**src/kpd_pkg.sv**
```systemverilog
// Purpose: Shared constants for the keypad entry decoder
// Assumes: 125 MHz clock, AHB-Lite register access
// Notes:   Offsets are byte addresses of 32-bit words
`default_nettype none
package kpd_pkg;

  // ==========================================================
  // Register map
  localparam logic [7:0] KPD_CTRL_ADDR    = 8'h00;
  localparam logic [7:0] KPD_TEN_VAL_ADDR = 8'h04;
  localparam logic [7:0] KPD_TEN_IND_ADDR = 8'h08;
  localparam logic [7:0] KPD_MAT_VAL_ADDR = 8'h0c;
  localparam logic [7:0] KPD_MAT_IND_ADDR = 8'h10;
  localparam logic [7:0] KPD_STATUS_ADDR  = 8'h14;

  // ==========================================================
  // Control fields
  localparam int KPD_CTRL_TEN_EN  = 0;
  localparam int KPD_CTRL_MAT_EN  = 1;
  localparam int KPD_CTRL_WIDE    = 2;
  localparam int KPD_CTRL_HEX     = 3;
  localparam logic [3:0] KPD_CTRL_RESET = 4'h0;

  // ==========================================================
  // Matrix indicator fields
  localparam int KPD_IND_ANY_FUNC  = 6;
  localparam int KPD_IND_ANY_DIGIT = 7;

  // ==========================================================
  // Decimal limits: value kept before the next digit is appended
  localparam logic [31:0] KPD_DEC_KEEP_NARROW = 32'h0000_03e8;
  localparam logic [31:0] KPD_DEC_KEEP_WIDE   = 32'h0098_9680;
  localparam logic [31:0] KPD_DEC_BASE        = 32'h0000_000a;

  // ==========================================================
  // Scan timing
  localparam int KPD_CLK_PERIOD_NS = 8;
  localparam int KPD_SCAN_STEP_NS  = 1000;
  localparam int KPD_STEP_CYCLES   =
    (KPD_SCAN_STEP_NS + KPD_CLK_PERIOD_NS - 1) / KPD_CLK_PERIOD_NS;
  localparam logic [6:0] KPD_STEP_LAST = 7'(KPD_STEP_CYCLES - 1);

endpackage : kpd_pkg

`default_nettype wire

```
**src/kpd_decoder.sv**
```systemverilog
// Purpose: Ten-key and 4x4 matrix keypad entry with AHB-Lite registers
// Assumes: Key inputs synchronous to CLK, single word transfers
// Notes:   Matrix lines are active high, one column per scan step
//
// Our own choices: the address map and the AHB-Lite register port.
`timescale 1ns/10ps
`default_nettype none

// How it works
// - Ten inputs are decimal digit keys 0-9
// - Keyed digits build a four or eight-digit number
// - Result held as plain binary integer
// - Narrow form drops leading digit past 9999
// - Eleven read-only ten-key indicator bits
// - Last pressed key indicator stays until another
// - Eleventh bit high while any digit pressed
// - Disabled ten-key clears all indicator bits
// - Disabling keeps the accumulated result
// - Four driven lines, four read lines, 16 keys
// - Simultaneous matrix keys: smallest value wins
// - Narrow matrix form keeps four digits
// - Wide matrix form keeps eight digits
// - Scan-complete flag high one scan step
// - Hex mode accumulates all sixteen keys
// - Decimal mode: A-F are function keys
// - New function key replaces latched one
// - Earliest held function key keeps priority
// - Any A-F and any 0-9 indicators
// - Disabled matrix clears indicators, keeps result
module kpd_decoder
  import kpd_pkg::*;
(
  input  wire logic        CLK,
  input  wire logic        RESET_N,
  input  wire logic        HSEL,
  input  wire logic [31:0] HADDR,
  input  wire logic [1:0]  HTRANS,
  input  wire logic        HWRITE,
  input  wire logic [2:0]  HSIZE,
  input  wire logic [31:0] HWDATA,
  input  wire logic        HREADY,
  output var  logic [31:0] HRDATA,
  output var  logic        HREADYOUT,
  output var  logic        HRESP,
  input  wire logic [9:0]  TEN_KEY,
  input  wire logic [3:0]  MATRIX_IN,
  output var  logic [3:0]  MATRIX_OUT,
  output var  logic        SCAN_COMPLETE
);

  // ==========================================================
  // State
  typedef struct packed {
    logic [3:0]  ctrl;
    logic [9:0]  ten_prev;
    logic [31:0] ten_val;
    logic [10:0] ten_ind;
    logic [15:0] mat_prev;
    logic [15:0] mat_cur;
    logic [31:0] mat_val;
    logic [7:0]  mat_ind;
    logic [1:0]  col;
    logic [6:0]  step_cnt;
    logic        done;
    logic [3:0]  col_out;
    logic [31:0] hrdata;
    logic        hreadyout;
    logic        wr_pend;
    logic [7:0]  wr_addr;
  } kpd_state_t;

  kpd_state_t st;
  kpd_state_t next_st;

  // ==========================================================
  // Functions

  // Lowest set bit wins; bit 4 of the answer flags a hit
  function automatic logic [4:0] kpd_lowest(input logic [15:0] v);
    logic [4:0] r;
    r = 5'h00;
    for (int i = 15; i >= 0; i--) begin
      if (v[i]) begin
        r = {1'b1, 4'(i)};
      end
    end
    return r;
  endfunction : kpd_lowest

  // Append one digit; the modulo drops the leading digit on overflow
  function automatic logic [31:0] kpd_accum(input logic [31:0] val,
                                            input logic [3:0]  d,
                                            input logic        wide,
                                            input logic        hex);
    logic [31:0] r;
    logic [31:0] keep;
    keep = wide ? KPD_DEC_KEEP_WIDE : KPD_DEC_KEEP_NARROW;
    if (hex) begin
      r = {val[27:0], d};
    end else begin
      r = (val % keep) * KPD_DEC_BASE + {28'h0, d};
    end
    if (!wide) begin
      r = {16'h0, r[15:0]};
    end
    return r;
  endfunction : kpd_accum

  // ==========================================================
  // Next-state logic
  logic [4:0]  ten_hit;
  logic [4:0]  mat_hit;
  logic [4:0]  func_held;
  logic [15:0] mat_new;
  logic [15:0] sampled;
  logic        addr_ok;
  logic        scan_end;
  logic [3:0]  ctrl_now;

  always_comb begin
    next_st   = st;
    ten_hit   = 5'h00;
    mat_hit   = 5'h00;
    func_held = 5'h00;
    mat_new   = 16'h0000;
    sampled   = st.mat_cur;
    scan_end  = 1'b0;
    ctrl_now  = st.ctrl;

    // ========================================================
    // Bus slave: zero wait states, registered read data
    next_st.hreadyout = 1'b1;
    next_st.wr_pend   = 1'b0;
    if (st.wr_pend && st.wr_addr == KPD_CTRL_ADDR) begin
      ctrl_now     = HWDATA[3:0];
      next_st.ctrl = HWDATA[3:0];
    end
    addr_ok = HSEL && HREADY && HTRANS[1];
    if (addr_ok && HWRITE) begin
      next_st.wr_pend = 1'b1;
      next_st.wr_addr = HADDR[7:0];
    end
    if (addr_ok && !HWRITE) begin
      // Unmapped words read zero; forwarding covers write-then-read
      case (HADDR[7:0])
        KPD_CTRL_ADDR:    next_st.hrdata = {28'h0, ctrl_now};
        KPD_TEN_VAL_ADDR: next_st.hrdata = st.ten_val;
        KPD_TEN_IND_ADDR: next_st.hrdata = {21'h0, st.ten_ind};
        KPD_MAT_VAL_ADDR: next_st.hrdata = st.mat_val;
        KPD_MAT_IND_ADDR: next_st.hrdata = {24'h0, st.mat_ind};
        KPD_STATUS_ADDR:  next_st.hrdata = {29'h0, st.col, st.done};
        default:          next_st.hrdata = 32'h0;
      endcase
    end

    // ========================================================
    // Ten-key part
    next_st.ten_prev = TEN_KEY;
    if (st.ctrl[KPD_CTRL_TEN_EN]) begin
      ten_hit = kpd_lowest({6'h0, TEN_KEY & ~st.ten_prev});
      if (ten_hit[4]) begin
        next_st.ten_val = kpd_accum(st.ten_val, ten_hit[3:0],
                                    st.ctrl[KPD_CTRL_WIDE], 1'b0);
        next_st.ten_ind[9:0] = 10'(16'h0001 << ten_hit[3:0]);
      end
      next_st.ten_ind[10] = |TEN_KEY;
    end else begin
      next_st.ten_ind = 11'h000;
    end

    // ========================================================
    // Matrix scanner
    if (st.ctrl[KPD_CTRL_MAT_EN]) begin
      next_st.col_out = 4'(4'h1 << st.col);
      if (st.step_cnt == KPD_STEP_LAST) begin
        next_st.step_cnt = 7'h00;
        // Key index is line*4 + input; sampled at the end of the step
        sampled[{st.col, 2'b00} +: 4] = MATRIX_IN;
        next_st.mat_cur = sampled;
        next_st.col     = st.col + 2'd1;
        if (st.done) begin
          next_st.done = 1'b0;
        end
        if (st.col == 2'd3) begin
          scan_end = 1'b1;
        end
      end else begin
        next_st.step_cnt = st.step_cnt + 7'h01;
      end
    end else begin
      next_st.col_out  = 4'h0;
      next_st.step_cnt = 7'h00;
      next_st.col      = 2'd0;
      next_st.done     = 1'b0;
      next_st.mat_cur  = 16'h0000;
      next_st.mat_prev = 16'h0000;
      next_st.mat_ind  = 8'h00;
    end

    // ========================================================
    // Matrix key processing, once per completed rotation
    if (scan_end) begin
      next_st.done     = 1'b1;
      next_st.mat_prev = sampled;
      mat_new = sampled & ~st.mat_prev;
      mat_hit = kpd_lowest(mat_new);
      // A latched function key still held blocks newer ones
      func_held = kpd_lowest({sampled[15:10] & st.mat_ind[5:0], 10'h000});
      if (mat_hit[4]) begin
        if (st.ctrl[KPD_CTRL_HEX] || mat_hit[3:0] < 4'ha) begin
          next_st.mat_val = kpd_accum(st.mat_val, mat_hit[3:0],
                                      st.ctrl[KPD_CTRL_WIDE],
                                      st.ctrl[KPD_CTRL_HEX]);
        end
      end
      if (!st.ctrl[KPD_CTRL_HEX] && !func_held[4]) begin
        mat_hit = kpd_lowest({mat_new[15:10], 10'h000});
        if (mat_hit[4]) begin
          next_st.mat_ind[5:0] = 6'(16'h0001 << (mat_hit[3:0] - 4'ha));
        end
      end
      if (st.ctrl[KPD_CTRL_HEX]) begin
        next_st.mat_ind[5:0] = 6'h00;
      end
      next_st.mat_ind[KPD_IND_ANY_FUNC]  = |sampled[15:10];
      next_st.mat_ind[KPD_IND_ANY_DIGIT] = |sampled[9:0];
    end
  end

  // ==========================================================
  // State register
  always_ff @(posedge CLK or negedge RESET_N) begin
    if (!RESET_N) begin
      st           <= '0;
      st.ctrl      <= KPD_CTRL_RESET;
      st.hreadyout <= 1'b1;
    end else begin
      st <= next_st;
    end
  end

  // ==========================================================
  // Outputs
  always_comb begin
    HRDATA        = st.hrdata;
    HREADYOUT     = st.hreadyout;
    HRESP         = 1'b0;
    MATRIX_OUT    = st.col_out;
    SCAN_COMPLETE = st.done;
  end

endmodule : kpd_decoder

`default_nettype wire

```
**config.mk**
```make
export PLATFORM = sky130hd
export DESIGN_NAME = kpd_decoder
export DESIGN_NICKNAME = d
export VERILOG_FILES = /design/src/kpd_pkg.sv /design/src/kpd_decoder.sv
export SDC_FILE = /design/constraint.sdc
export NUM_CORES = 2
export LEC_CHECK = 0
export ABC_AREA = 1
export BUFFER_PORTS_ARGS = -buffer_cell sky130_fd_sc_hd__buf_4
export CAP_MARGIN = 20
export CORE_ASPECT_RATIO = 1.25
export CORE_UTILIZATION = 61
export CTS_BUF_LIST = sky130_fd_sc_hd__clkbuf_2
export DETAILED_ROUTE_END_ITERATION = 7
export MAX_ROUTING_LAYER = met4
export PLACE_DENSITY_LB_ADDON = 0.12
export SETUP_SLACK_MARGIN = 0.5
export SLEW_MARGIN = 20
export SYNTH_ARGS = -nofsm -noshare
export SYNTH_HDL_FRONTEND = slang
export SYNTH_SLANG_ARGS = --single-unit
```
**constraint.sdc**
```tcl
create_clock -name CLK -period 49.8 [get_ports CLK]
set_input_delay 2.49 -clock CLK [delete_from_list [all_inputs] [get_ports CLK]]
set_output_delay 2.49 -clock CLK [all_outputs]
set_load 0.01 [all_outputs]
```
# Yosys cells after proc, flatten, opt, wreduce, memory -nomap -nowiden
# Index checks and enable logic that the tools add are counted.
# word_totals
word_cells,131
out_inout_bits,39
reg_bits,184
inputBits,88
# op_classes
order_cmp,1
n_eq_ne,11
shift,5
mux,65
reduce_logical,17
bitwise,5
multipliers,2
div,2
n_addsub,6
# ops
op,count
32-bit one-hot mux with 6 select lines,1
5-bit 2-to-1 mux,37
32-bit 2-to-1 mux,3
16-bit 2-to-1 mux,5
32-bit by 4-bit adder with 32-bit output,2
32-bit by 32-bit remainder unit with 32-bit output,2
32-bit by 3-bit multiplier with 31-bit output (second input constant),2
24-bit 2-to-1 mux,1
10-bit OR reduction,2
6-bit 2-to-1 mux,3
16-bit bitwise AND,1
16-bit bitwise mux,1
8-bit by 4-bit == test with 1-bit output (second input constant),2
8-bit by 5-bit == test with 1-bit output (second input constant),2
8-bit logical NOT,2
8-bit 2-to-1 mux,2
16-bit inverter,1
4-bit by 6-bit variable shift with 16-bit output (first input constant),1
4-bit by 6-bit variable part select with 16-bit output,1
14-bit 2-to-1 mux,1
11-bit 2-to-1 mux,1
10-bit bitwise AND,1
10-bit 2-to-1 mux,1
10-bit inverter,1
other kinds (25),38

# Longest topological paths before layout
# depth
depth_word,26
mapped_depth,353
ltp_nobuf,333

# Worst setup path before layout
# No wires, ideal clock.
# synth_path
path_type,reg-to-reg
start,register st[183] (netlist name)
end,register st[95] (netlist name)
slack_ns,3.276
arrival_ns,46.407
t_required_ns,49.684
setup_ns,0.116
path_stages_with_launch,326
path_buffers,30
period_less_slack_ns,46.524
path_cell_list,dfrtp_1 > inv_1 > clkbuf_8 > clkbuf_8 > clkbuf_8 > clkbuf_8 > clkbuf_8 > clkbuf_8 > clkbuf_8 > clkbuf_8 > clkbuf_8 > clkbuf_8 > clkbuf_8 > ha_1 > nand2_1 > nor2_1 > nand3_2 > a21oi_1 > [290 not listed] > o21ai_0 > xor2_1 > nand4_1 > nor2_1 > nand2_1 > nor2_1 > nand2_1 > nor2_1 > nand2_1 > nor3_1 > xnor2_1 > inv_1 > nand4_1 > nand2_1 > nand2_1 > nand3_1 > nand2_1 > nand2_1
# synth_between
elab_chain_len,6
# synth_rtl
item,line_no,text
"start, declared",kpd_decoder.sv:72,kpd_state_t st;
"start signal, assigned",kpd_decoder.sv:238,st <= next_st;
24-bit 2-to-1 mux,kpd_decoder.sv:97,keep = wide ? KPD_DEC_KEEP_WIDE : KPD_DEC_KEEP_NARROW;
32-bit by 32-bit remainder unit with 32-bit output,kpd_decoder.sv:101,"r = (val % keep) * KPD_DEC_BASE + {28'h0, d};"
32-bit by 3-bit multiplier with 31-bit output,kpd_decoder.sv:101,
32-bit by 4-bit adder with 32-bit output,kpd_decoder.sv:101,
32-bit 2-to-1 mux,kpd_decoder.sv:98,if (hex) begin
32-bit 2-to-1 mux *,kpd_decoder.sv:103,if (!wide) begin
# Mark *: on every way between the ends. The rest lies on a longest branch, timed or not.
# A chain may end at the register's enable or synchronous reset.

# Final worst setup path
# layout_path
start,register st[183] (netlist name)
end,register st[170] (netlist name)
# layout_between
elab_chain_len,5
# layout_rtl
item,line_no
24-bit 2-to-1 mux,kpd_decoder.sv:97
32-bit by 32-bit remainder unit with 32-bit output,kpd_decoder.sv:101
32-bit by 3-bit multiplier with 31-bit output,kpd_decoder.sv:101
32-bit by 4-bit adder with 32-bit output,kpd_decoder.sv:101
32-bit 2-to-1 mux *,kpd_decoder.sv:103
# Marked as above.

==> metrics <==
number of flops mapped to enable cells by yosys=0; Initial DRT Pass Iterations=8; area grow syn2layout=12.90%; fmax=21.73 MHz; Avg Cell Area, Syn=5.683 um^2; syn_nets=12520; setup repair after global routing missed its margin=false; failing checks=design-rule violations; Starting Density=0.6153; via count=80020; die span in x=300.1 um; worst hold path class=reg -> reg; Final Routed Wirelength=235100 um; post-synthesis register bit count=184; Total GRT Usage=0.4129; total gr overflow=0; pre-CTS setup slack=1.253 ns; crit path time final=46.03 ns; Cells after Synth=11920; Finished Cell Area=76490 um^2; final worst clock skew=0.1114 ns; Worst-path clk slew=0.34 ns; endpoints failing setup=0; status=finished with violations; ANT nets after route=0; Die H=374.6 um; Worst Tran Pin Value=1.197 ns; vias in the first global route=75870; # clock sinks=184; layout cells sized above 1=0.2085; hpwl dp=195000 um; Synth warnings=0; initial antenna violation count=6; CP arrival=47.08 ns; Slowest-stage cell, CP=o21ai_0; Slew HR=0.1954; Crit path required time=50.86 ns; Final GP Congestion=1.067; DRT iter0 DRCs=6516; core footprint=110100 um^2; Final Cycle Share=0.9242; Placed Instance Area=74370 um^2; Min Hold Slack=0.4892 ns; critical path's largest stage delay=0.72 ns; Netlist cell types=97; Clock Tree Root=clkbuf_2; Worst Setup Slack, final=3.775 ns; drt drc=3; WS Path Type=reg -> reg; crit path launch type=flop; Wirelength per Cell=16.58 um; post-synth top area share=0.1745; area of the multi-input gates=54280 um^2; largest cells by area after synthesis=nand2_1, inv_1, ha_1; Mapped Area=67750 um^2; Max Cap Viol=0; first-pass GRT wire length=371600 um; total CTS buffers=17; Setup Total Neg Slack=0 ns; Async S/R FF share, synth=1.000; Max Slew Vio Count=0; Seq. cell area=4608 um^2; Final #Nets=13310; largest fanout on the critical path=25; post-synth top area cell=nand2_1; Hold Vio Cnt, Final=0; CTS tree=yes; post-synthesis sequential area ratio=0.06797; FP Rows=136; # H-tree levels=4; CP Capture Type=flop; I/O pin count=127; IO buf count=68; Die ar.=112400 um^2; Filler cells=10400; Primary FF master, synth=dfrtp_1; clk buf depth=2; Clk Latency, worst-skew pair=1.14 ns; hold buffer count at CTS=0; largest net degree at the start of global routing=71; Critical Path Most Common Cell=nand2_1; vias per cell=5.642
==> placed cells by master (no fill, tap or decap), types with 119 or more instances in the layout <==
master   Yosys  layout
nand3_2    165     162
nand2_1   3149    3147
buf_4       44    1007
a21oi_1    397     389
dfrtp_1    184     183
inv_1     1914    1910
xor2_1     395     356
o21ai_0    312     294
ha_1       502     476
nand2_2    629     619
nand2_4    195     193
nand3_1   1242    1239
nor2_2     179     197
nand4_1    331     331
nor2_1    1059    1034
nor3_1     121     119
==> critical path, delay by kind of cell (launching register included) <==
family | cells | cell delay (ns)
compound gates | 34 | 6.42
xor+xnor | 17 | 3.70
fa+ha+maj | 25 | 8.70
buf+inv | 50 | 5.21
flops | 1 | 0.59
simple gates | 166 | 21.31
==> routing by layer <==
layer	up-vias	track usage	wire (um)
met5	-	-	0
met4	0	0.2642	16990
met3	804	0.04733	15180
met2	2968	0.7024	111100
met1	36500	0.4560	91870
li1	39750	-	-
==> final timing paths <==
path                         start   endpoint  slack [ns]  depth (start not counted)
min in group asynchronous  RESET_N  HRDATA[3]        1.22                          1
min reg2reg                 st[47]     st[47]        0.49                          1
max                        st[183]    st[170]        3.77                        292
max in group asynchronous  RESET_N    st[127]       47.13                          2
min                         st[47]     st[47]        0.49                          1
max reg2reg                st[183]    st[170]        3.77                        292
==> kinds of logic after synthesis <==
group                    count (synthesis)  synth area share
AND/OR/NAND/NOR                       7303            0.5255
buffers and inverters                 2291            0.1464
AO/OA/AOI/OAI                         1113           0.09770
adder cells (fa/ha/maj)                506           0.09390
XOR/XNOR                               501           0.06499
flip-flops                             184           0.06797
multiplexers                            21          0.003491
other                                    2         0.0001109
==> area by class of cell <==
class,count,area share
multi-input cells,9447,0.7097
well taps,1449,0.02370
repair buffers,1017,0.1008
inverters,2047,0.1017
clock buffers,17,0.001112
diodes,5,0.0001636
flip-flops and latches,184,0.06025
clock inverters,15,0.002585
==> registers in the layout, summed over array words and instances (netlist names) <==
name           cells
SCAN_COMPLETE      1
HRDATA            32
MATRIX_OUT         4
st               147
==> through the flow <==
| stage | utilization | cells |
|---|---|---|
| CTS | 0.6781 | 14080 |
| global placement | 0.6755 | 14050 |
| detailed placement | 0.6755 | 14050 |
| finish | 0.6947 | 14180 |
| floorplan | - | 11920 |
| global route | 0.6947 | 14180 |
==> cells in the mapped netlist (35+ instances only) <==
cell	instances
nand2_4	195
xor2_1	395
nor2_4	41
nand2_1	3149
ha_1	502
nor2_2	179
o211ai_1	50
buf_6	52
nor2_1	1059
o21bai_1	44
o22ai_1	64
buf_4	44
nand4_1	331
nor3_1	121
nand3_1	1242
clkbuf_1	76
o21ai_0	312
dfrtp_1	184
nand3_2	165
nand2_2	629
nand3b_1	67
xnor2_1	104
a21oi_1	397
inv_1	1914
inv_2	80
a31oi_1	35
==> what timing repair did <==
item                       CTS  global route
setup endpoints to repair    0            56
setup buffers                0            94
resized for setup            0           219
Power is not shown: default switching activity piles up to over one toggle a cycle in this logic, so the estimate is an artifact.
